$ cat src/include/mbd_consts.vh
// Constants for the module bus address decoder
`ifndef MBD_CONSTS_VH
`define MBD_CONSTS_VH

// Register port offsets (word index)
`define MBD_OFS_CFG 4'h0
`define MBD_OFS_MC_BASE 4'h1
`define MBD_OFS_MC_CTL 4'h2
`define MBD_OFS_SB_BASE 4'h3
`define MBD_OFS_SB_CTL 4'h4
`define MBD_OFS_STATUS 4'h5
`define MBD_OFS_LAST_ADDR_LO 4'h6
`define MBD_OFS_LAST_ADDR_HI 4'h7

// Configuration register fields
`define MBD_CFG_MAP_BIT 15
`define MBD_CFG_ROM_FN_BIT 0

// RAM control register field
`define MBD_CTL_EN_BIT 0

// Status register fields
`define MBD_ST_MAP_BIT 0
`define MBD_ST_LOCK_BIT 1
`define MBD_ST_MAP_OK_BIT 2

// Reset values
`define MBD_RST_MAP 1'b1
`define MBD_RST_ROM_FN 1'b0
`define MBD_RST_BASE 13'h0000
`define MBD_RST_EN 1'b0

// Address map
`define MBD_NOACC_LO 24'h080000
`define MBD_NOACC_HI 24'hf7ffff
`define MBD_MOD_LOW_NIB 3'b111
`define MBD_MOD_PAGE 8'hff
`define MBD_MC_CTL_BLK 6'h34
`define MBD_SB_CTL_BLK 6'h2c

// Space codes
`define MBD_FC_DATA 2'b01
`define MBD_FC_PROG 2'b10
`define MBD_FC_CPU 3'b111

`endif

$ cat src/core/mbd_decoder.v
// Module bus address extension, map decode and RAM placement
//
// Behaviour
// - Upper four bus lines copy core bit 19
// - Bus uses 16 data, 20 significant address
// - Upper address copy driven to test pins
// - Range 080000 to F7FFFF selects nothing
// - RAM array placed by programmable base register
// - Reset leaves both RAM arrays disabled
// - Unimplemented addresses go to external bus
// - Module block nibble is map bit then 111
// - Map bit cleared hides all modules
// - Map bit takes only first write
// - Microcode RAM control at offsets D00-D3F
// - Standby RAM control at offsets B00-B3F
// - Bases allow arrays to sit contiguously
// - ROM emulation select held high always
// - Program and data spaces both 1 Mbyte
// - Space code lines mark access space
`timescale 1ns/1ps
`default_nettype none
`include "mbd_consts.vh"

module mbd_decoder #(
   parameter ADDR_W = 20,
   parameter DATA_W = 16,
   parameter RAM_AW = 11
) (
   input wire clk,
   input wire reset,
   input wire [ADDR_W-1:0] core_addr,
   input wire core_req,
   input wire core_rw,
   input wire [2:0] space_code_lines,
   input wire [3:0] reg_addr,
   input wire [DATA_W-1:0] reg_wdata,
   input wire reg_wr,
   input wire reg_rd,
   output reg [DATA_W-1:0] reg_rdata,
   output reg [23:0] bus_addr_ff,
   output reg bus_rw_ff,
   output reg bus_valid_ff,
   output reg [3:0] test_addr_hi_ff,
   output reg [2:0] space_code_out_ff,
   output reg prog_space_ff,
   output reg data_space_ff,
   output reg sel_no_access_ff,
   output reg sel_module_ff,
   output reg sel_mc_ctl_ff,
   output reg sel_sb_ctl_ff,
   output reg sel_mc_array_ff,
   output reg sel_sb_array_ff,
   output reg sel_external_ff,
   output reg rom_emulation_select_ff,
   output reg rom_fn_selected_ff
);

   localparam BASE_W = 24 - RAM_AW;

   reg map_position_bit_ff;
   reg map_locked_ff;
   reg rom_fn_ff;
   reg [BASE_W-1:0] mc_base_ff;
   reg [BASE_W-1:0] sb_base_ff;
   reg mc_en_ff;
   reg sb_en_ff;

   reg [23:0] ext_addr;
   reg no_access;
   reg mod_hit;
   reg mc_hit;
   reg sb_hit;
   reg cpu_space;
   reg [DATA_W-1:0] nxt_rdata;

   // Array hit against a base aligned to the array size
   function ram_hit;
      input [23:0] a;
      input [BASE_W-1:0] base;
      input en;
      begin
         ram_hit = en && (a[23:RAM_AW] == base);
      end
   endfunction

   function [DATA_W-1:0] base_word;
      input [BASE_W-1:0] base;
      begin
         base_word = {{(DATA_W-BASE_W){1'b0}}, base};
      end
   endfunction

   // Address extension and decode
   always @* begin
      ext_addr = {{4{core_addr[ADDR_W-1]}}, core_addr};
      no_access = (ext_addr >= `MBD_NOACC_LO) &&
         (ext_addr <= `MBD_NOACC_HI);
      cpu_space = (space_code_lines == `MBD_FC_CPU);
      mod_hit = map_position_bit_ff &&
         (ext_addr[23:20] == {map_position_bit_ff, `MBD_MOD_LOW_NIB}) &&
         (ext_addr[19:12] == `MBD_MOD_PAGE);
      mc_hit = ram_hit(ext_addr, mc_base_ff, mc_en_ff);
      sb_hit = ram_hit(ext_addr, sb_base_ff, sb_en_ff);
   end

   always @(posedge clk or posedge reset) begin
      if (reset) begin
         bus_addr_ff <= 24'h000000;
         bus_rw_ff <= 1'b1;
         bus_valid_ff <= 1'b0;
         test_addr_hi_ff <= 4'h0;
         space_code_out_ff <= 3'h0;
         prog_space_ff <= 1'b0;
         data_space_ff <= 1'b0;
         sel_no_access_ff <= 1'b0;
         sel_module_ff <= 1'b0;
         sel_mc_ctl_ff <= 1'b0;
         sel_sb_ctl_ff <= 1'b0;
         sel_mc_array_ff <= 1'b0;
         sel_sb_array_ff <= 1'b0;
         sel_external_ff <= 1'b0;
      end else begin
         bus_valid_ff <= core_req;
         if (core_req) begin
            bus_addr_ff <= ext_addr;
            bus_rw_ff <= core_rw;
            test_addr_hi_ff <= ext_addr[23:20];
            space_code_out_ff <= space_code_lines;
            // Both spaces share the same 20-bit map
            prog_space_ff <= (space_code_lines[1:0] == `MBD_FC_PROG);
            data_space_ff <= (space_code_lines[1:0] == `MBD_FC_DATA);
         end
         // Selects last one cycle per request; CPU space selects nothing
         sel_no_access_ff <= core_req && !cpu_space && no_access;
         sel_module_ff <= core_req && !cpu_space && !no_access && mod_hit;
         sel_mc_ctl_ff <= core_req && !cpu_space && !no_access && mod_hit &&
            (ext_addr[11:6] == `MBD_MC_CTL_BLK);
         sel_sb_ctl_ff <= core_req && !cpu_space && !no_access && mod_hit &&
            (ext_addr[11:6] == `MBD_SB_CTL_BLK);
         // Overlapping arrays both answer; software keeps them apart
         sel_mc_array_ff <= core_req && !cpu_space && !no_access &&
            !mod_hit && mc_hit;
         sel_sb_array_ff <= core_req && !cpu_space && !no_access &&
            !mod_hit && sb_hit;
         sel_external_ff <= core_req && !cpu_space && !no_access &&
            !mod_hit && !mc_hit && !sb_hit;
      end
   end

   // Register writes
   always @(posedge clk or posedge reset) begin
      if (reset) begin
         map_position_bit_ff <= `MBD_RST_MAP;
         map_locked_ff <= 1'b0;
         rom_fn_ff <= `MBD_RST_ROM_FN;
         mc_base_ff <= `MBD_RST_BASE;
         sb_base_ff <= `MBD_RST_BASE;
         mc_en_ff <= `MBD_RST_EN;
         sb_en_ff <= `MBD_RST_EN;
      end else if (reg_wr) begin
         case (reg_addr)
            `MBD_OFS_CFG: begin
               rom_fn_ff <= reg_wdata[`MBD_CFG_ROM_FN_BIT];
               if (!map_locked_ff) begin
                  map_position_bit_ff <= reg_wdata[`MBD_CFG_MAP_BIT];
                  map_locked_ff <= 1'b1;
               end
            end
            `MBD_OFS_MC_BASE: mc_base_ff <= reg_wdata[BASE_W-1:0];
            `MBD_OFS_MC_CTL: mc_en_ff <= reg_wdata[`MBD_CTL_EN_BIT];
            `MBD_OFS_SB_BASE: sb_base_ff <= reg_wdata[BASE_W-1:0];
            `MBD_OFS_SB_CTL: sb_en_ff <= reg_wdata[`MBD_CTL_EN_BIT];
            default: begin
            end
         endcase
      end
   end

   // Read data, one cycle after the read strobe
   always @* begin
      nxt_rdata = {DATA_W{1'b0}};
      case (reg_addr)
         `MBD_OFS_CFG: begin
            nxt_rdata[`MBD_CFG_MAP_BIT] = map_position_bit_ff;
            nxt_rdata[`MBD_CFG_ROM_FN_BIT] = rom_fn_ff;
         end
         `MBD_OFS_MC_BASE: nxt_rdata = base_word(mc_base_ff);
         `MBD_OFS_MC_CTL: nxt_rdata[`MBD_CTL_EN_BIT] = mc_en_ff;
         `MBD_OFS_SB_BASE: nxt_rdata = base_word(sb_base_ff);
         `MBD_OFS_SB_CTL: nxt_rdata[`MBD_CTL_EN_BIT] = sb_en_ff;
         `MBD_OFS_STATUS: begin
            nxt_rdata[`MBD_ST_MAP_BIT] = map_position_bit_ff;
            nxt_rdata[`MBD_ST_LOCK_BIT] = map_locked_ff;
            // Module block sits at nibble F only with the map bit set
            nxt_rdata[`MBD_ST_MAP_OK_BIT] = map_position_bit_ff;
         end
         `MBD_OFS_LAST_ADDR_LO: nxt_rdata = bus_addr_ff[15:0];
         `MBD_OFS_LAST_ADDR_HI: nxt_rdata = {8'h00, bus_addr_ff[23:16]};
         default: nxt_rdata = {DATA_W{1'b0}};
      endcase
   end

   always @(posedge clk or posedge reset) begin
      if (reset) begin
         reg_rdata <= {DATA_W{1'b0}};
      end else if (reg_rd) begin
         reg_rdata <= nxt_rdata;
      end else begin
         reg_rdata <= {DATA_W{1'b0}};
      end
   end

   // No ROM array: select pin stays high, never asserts on ROM addresses
   always @(posedge clk or posedge reset) begin
      if (reset) begin
         rom_emulation_select_ff <= 1'b1;
         rom_fn_selected_ff <= 1'b0;
      end else begin
         rom_emulation_select_ff <= 1'b1;
         rom_fn_selected_ff <= rom_fn_ff;
      end
   end

endmodule // mbd_decoder

`default_nettype wire

$ cat config.mk
export PLATFORM = sky130hd
export DESIGN_NAME = mbd_decoder
export DESIGN_NICKNAME = d
export VERILOG_FILES = /design/src/core/mbd_decoder.v
export VERILOG_INCLUDE_DIRS = /design/src /design/src/include
export SDC_FILE = /design/constraint.sdc
export NUM_CORES = 1
export LEC_CHECK = 0
export BUFFER_PORTS_ARGS = -buffer_cell sky130_fd_sc_hd__buf_2
export CORE_MARGIN = 5
export CORE_UTILIZATION = 44
export CTS_CLUSTER_SIZE = 16
export DETAILED_ROUTE_END_ITERATION = 10
export PLACE_DENSITY = 0.81
export SYNTH_ARGS = -nofsm -noshare
export SYNTH_HDL_FRONTEND = slang
export SYNTH_SLANG_ARGS = --single-unit
$ cat constraint.sdc
create_clock -name clk -period 3.8 [get_ports clk]
set_clock_uncertainty 0.05 [all_clocks]
set_input_delay 0.38 -clock clk [delete_from_list [all_inputs] [get_ports clk]]
set_output_delay 0.38 -clock clk [all_outputs]
set_load 0.05 [all_outputs]
After elaboration in Yosys (flattened, before gate mapping)
Cells that the tools add are included.
{ "totals": {"inputBits": 49, "wordCells": 75, "reg_bits": 83, "out_inout_bits": 60} }
{ "classes": {"n_eq_ne": 16, "n_bitwise": 1, "n_lt_le_gt_ge": 2, "reduce_logical": 28, "mux": 5} }
{ "ops": {"columns": ["cell", "count"], "rows": [
  ["12-bit case mux with 4 select lines", 1],
  ["13-bit equality test", 2],
  ["24-bit by 20-bit >= comparator with 1-bit output, second input constant", 1],
  ["24-bit <= comparator, second input constant", 1],
  ["4-bit by 3-bit equality test with 1-bit output, second input constant", 4],
  ["1-bit logical AND", 16],
  ["16-bit 2-to-1 mux", 1],
  ["6-bit equality test, second input constant", 2],
  ["2-bit case mux with 5 select lines", 1],
  ["2-bit AND reduction", 5],
  ["4-bit by 2-bit equality test with 1-bit output, second input constant", 2],
  ["8-bit equality test, second input constant", 1],
  ["1-bit case mux with 8 select lines", 1],
  ["1-bit logical NOT", 5],
  ["4-bit by 1-bit equality test with 1-bit output, second input constant", 1],
  ["4-bit equality test", 1],
  ["4-bit logical NOT", 1],
  ["3-bit equality test, second input constant", 1],
  ["3-bit AND reduction", 1],
  ["2-bit by 1-bit equality test with 1-bit output, second input constant", 1],
  ["2-bit equality test, second input constant", 1],
  ["1-bit case mux with 2 select lines", 1],
  ["1-bit inverter", 1]
]} }

Logic depth before layout (Yosys ltp)
{ "logic_depth": {"depth_word": 7, "ltp_mapped": 5, "depth_no_buf": 4} }

Worst setup path before layout
No wires, ideal clock.
{ "synth_timing": {"path_type": "register -> register", "startpoint": "register sb_base_ff[12], in the netlist ram_hit.base[12]", "endpoint": "register sel_external_ff", "path_slack_ns": 2.210, "t_arrival_ns": 1.421, "path_stages_with_launch": 5, "setup_ns": 0.120, "t_required_ns": 3.630, "synth_period_minus_slack_ns": 1.590, "cell_sequence": "dfrtp_1 -> nor4_2 -> a2bb2oi_1 -> or4_1 -> and3b_1"} }
{ "synth_via": {"elab_chain_cells": 4} }
{ "synth_lines": {"columns": ["item", "line_no", "source"], "rows": [
  ["start: declaration", "mbd_decoder.v:64", "reg [BASE_W-1:0] sb_base_ff;"],
  ["start signal: assignment", "mbd_decoder.v:157", "sb_base_ff <= `MBD_RST_BASE;"],
  ["start signal: assignment", "mbd_decoder.v:171", "`MBD_OFS_SB_BASE: sb_base_ff <= reg_wdata[BASE_W-1:0];"],
  ["13-bit equality test", "mbd_decoder.v:82", "ram_hit = en && (a[23:RAM_AW] == base);"],
  ["1-bit logical AND", "mbd_decoder.v:82", null],
  ["1-bit logical NOT", "mbd_decoder.v:146", "!mod_hit && !mc_hit && !sb_hit;"],
  ["1-bit logical AND", "mbd_decoder.v:146", null],
  ["end signal: assignment", "mbd_decoder.v:145", "sel_external_ff <= core_req && !cpu_space && !no_access &&"],
  ["end: declaration", "mbd_decoder.v:53", "output reg sel_external_ff,"]
]} }
No other way between the ends.
A chain may end at the register's enable or synchronous reset.

Worst setup path in the final report
{ "layout_timing": {"startpoint": "input port reg_addr[2]", "endpoint": "register reg_rdata[4]"} }
{ "layout_via": {"elab_chain_cells": 3, "word_cells_on_any_way": 6} }
{ "layout_lines": {"columns": ["item", "line_no", "source"], "rows": [
  ["start: declaration", "mbd_decoder.v:35", "input wire [3:0] reg_addr,"],
  ["4-bit by 3-bit equality test with 1-bit output, or another cell as far along", "mbd_decoder.v:182", "case (reg_addr)"],
  ["12-bit case mux with 4 select lines *", "mbd_decoder.v:182", null],
  ["16-bit 2-to-1 mux *", "mbd_decoder.v:206", "end else if (reg_rd) begin"],
  ["end signal: assignment", "mbd_decoder.v:205", "reg_rdata <= {DATA_W{1'b0}};"],
  ["end signal: assignment", "mbd_decoder.v:207", "reg_rdata <= nxt_rdata;"],
  ["end signal: assignment", "mbd_decoder.v:209", "reg_rdata <= {DATA_W{1'b0}};"],
  ["end: declaration", "mbd_decoder.v:39", "output reg [DATA_W-1:0] reg_rdata,"]
]} }
Every way passes the cells marked *; elsewhere a longest branch is shown, timed or not.

==> flow_metrics.tcl <==
set metrics [dict create \
    synth_edf_count 0 \
    routed_via_density 5.37 \
    finalNetCount 439 \
    synth_top_area_cell "dfrtp_1" \
    dieHeight_um 101 \
    die_area_um2 10200 \
    ant_nets 0 \
    holdWs_ps 141 \
    busiest_layer "met2" \
    cp_cell_sequence "buf_2 -> nor2b_1 -> and2_0 -> a22oi_1 -> a31oi_1" \
    clockBufferDepth 2 \
    port_buffers 105 \
    grt_use_met3 0.0450 \
    slew_headroom 0.350 \
    crit_type "input port to flop" \
    yosysWarnings 0 \
    wl_per_cell_um 18.1 \
    grt_pass1_vias 2837 \
    postCtsHoldBufs 0 \
    vias 2686 \
    tritoncts "yes" \
    ys.flop_type "dfrtp_1" \
    fmax_mhz 519 \
    drt_iter0_drc 134 \
    timing.rr.start "mc_base_ff[8]" \
    route.detailed.drc 0 \
    dp_hpwl_um 6610 \
    rsz0062_at_grt "no" \
    worst_pin_slew_ps 974 \
    leakage_nw 2.07 \
    crit_path_start_kind "input port" \
    routabilityCongestion 0.858 \
    cts.htree.levels 3 \
    arrival_ps 2140 \
    fin_crit_ps 1930 \
    drive_gt1_frac 0.468 \
    netlist.area_leader.share 0.550 \
    grt_use_met1 0.234 \
    cpLargestDelayFamily "simple AND/OR/NAND/NOR gates" \
    required_ps 4010 \
    place_area_um2 4180 \
    synth_cell_type_count 39 \
    min_from "core_addr[9]" \
    finalSetupViolCount 0 \
    start_util 0.447 \
    antenna_cells 0 \
    coreArea_um2 8130 \
    power.total_mw 2.36 \
    peakVddDrop_mv 0.234 \
    crit_buf_inv 1 \
    hold_viol 0 \
    end_kind "flop" \
    io_pins 109 \
    yosysSeqAreaShare 0.565 \
    syn_area_um2 3640 \
    cts_buffers 9 \
    grt-ovfl-total 0 \
    r2r_slack_ps 1930 \
    grt_antenna_before_repair 1 \
    r2r_cells 4 \
    slew_viol_final 0 \
    slowest_delay_ps 780 \
    post_cts_buffers 0 \
    tns_ps 0 \
    final_cell_area_um2 4430 \
    crit_cells 5 \
    fp.dieW_um 101 \
    num_rows 33 \
    synthesis.nets 342 \
    async_reset_ff_frac 1.00 \
    area_growth_pct 21.8 \
    path_clk_slew_ps 80 \
    critPathLaunch "reg_addr[2]" \
    cts_sinks 82 \
    grt_max_degree 59 \
    ys_seq_elements 82 \
    synthTopCellsByArea "dfrtp_1 (55%), mux2_2 (17%), xnor2_1 (3.9%)" \
    clockRootBuffer "clkbuf_8" \
    grt_pass1_wl_um 14600 \
    ctsResizeCount 0 \
    cp_slowest_cell "and2_0" \
    finalCritPeriodShare 0.507 \
    crit_end "reg_rdata[4]" \
    max_cap_viol_count 0 \
    min_path_type "input port to flop" \
    clk_latency_ps 350 \
    syn_avg_cell_area_um2 12.4 \
    grt_use_met2 0.310 \
    power_density_nw_per_um2 531 \
    worstReg2RegEnd "sel_external_ff" \
    outcome "finished, final reports clean" \
    num-fill-cells 710 \
    cp_max_fo 14 \
    grt_util_all_layers 0.187 \
    syn-instance-count 293 \
    first_pass_iters 4 \
    wirelength_um 9030 \
]
## sequential cells by signal (all words and copies together) (netlist names), 3 cells and up
name and count:
bus_addr_ff 20, mc_base_ff 13, ram_hit.base 13, reg_rdata 16, space_code_out_ff 3
## synthesized netlist by cell type, types with 2 or more instances
cell / number
xnor2_1: 16
a22oi_1: 10
buf_4: 11
mux2i_1: 3
buf_2: 2
conb_1: 2
or4_1: 2
inv_1: 4
nand2_1: 24
nor2_1: 8
and3_1: 4
nand3_1: 6
nand4_1: 7
nand3b_1: 3
nor3b_1: 3
a2bb2oi_1: 2
a21oi_1: 9
o21ai_0: 4
nor3_1: 5
nand2b_1: 4
clkbuf_1: 5
dfrtp_1: 80
mux2_2: 55
a31oi_1: 5
dfstp_2: 2
a222oi_1: 2
buf_1: 2
nor2b_1: 2
## stage by stage
stage                     std cells  utilization  setup slack, ps
after floorplan                 293            -             1260
after global placement          484        0.514             1670
after detailed placement        484        0.514             1600
after CTS                       500        0.545             1920
after global routing            500        0.545             1810
final                           500        0.545             1870
## cells in the final DEF, fill, tap and decap left out, types with 3 or more instances in the layout
master,Yosys,layout
bufinv_16,0,3
nor3_1,5,5
clkinv_2,0,3
clkbuf_8,0,11
a21oi_1,9,9
nand3b_1,3,3
buf_2,2,105
nor2_1,8,8
dfrtp_1,80,80
nand2_1,24,24
nand2b_1,4,4
mux2_2,55,55
nand3_1,6,6
nand4_1,7,7
and3_1,4,4
xnor2_1,16,16
o21ai_0,4,4
a31oi_1,5,5
inv_1,4,3
a22oi_1,10,10
mux2i_1,3,3
nor3b_1,3,3
## report_power, final
part | internal [mW] | switching, mW
registers | 0.986 | 0.108
clock network | 0.470 | 0.309
logic | 0.187 | 0.296
## worst min path at each step
stage	cells after the start	endpoint
4_1_cts	2	sel_sb_ctl_ff
2_1_floorplan	0	rom_fn_selected_ff
6_report	2	sel_mc_ctl_ff
5_1_grt	2	sel_mc_ctl_ff
3_5_place_dp	0	rom_fn_selected_ff
3_3_place_gp	0	rom_fn_selected_ff
## kinds of logic after synthesis
kind of cell           Yosys count  share of synthesized area
flip-flops                      82                      0.565
AO/OA/AOI/OAI                   35                     0.0640
XOR/XNOR                        16                     0.0385
buffers and inverters           25                     0.0399
multiplexers                    58                      0.178
other                            2                    0.00206
AND/OR/NAND/NOR                 75                      0.112
## layer usage
metal | share of wire | wire length [um]
met1 | 0.40 | 3660
met2 | 0.50 | 4540
met3 | 0.072 | 652
met4 | 0.019 | 172
met5 | 0.0014 | 13
## layout make-up
| cell class | instances | area [um^2] | share of cell area |
|---|---|---|---|
| sequential | 82 | 2050 | 0.463 |
| multi-input combinational | 186 | 1440 | 0.325 |
| timing repair buffer | 107 | 541 | 0.122 |
| clock buffer | 11 | 151 | 0.0342 |
| tap | 105 | 131 | 0.0296 |
| clock inverter | 5 | 100 | 0.0226 |
| inverter | 4 | 16.3 | 0.00367 |
(Power assumes the default switching activity.)
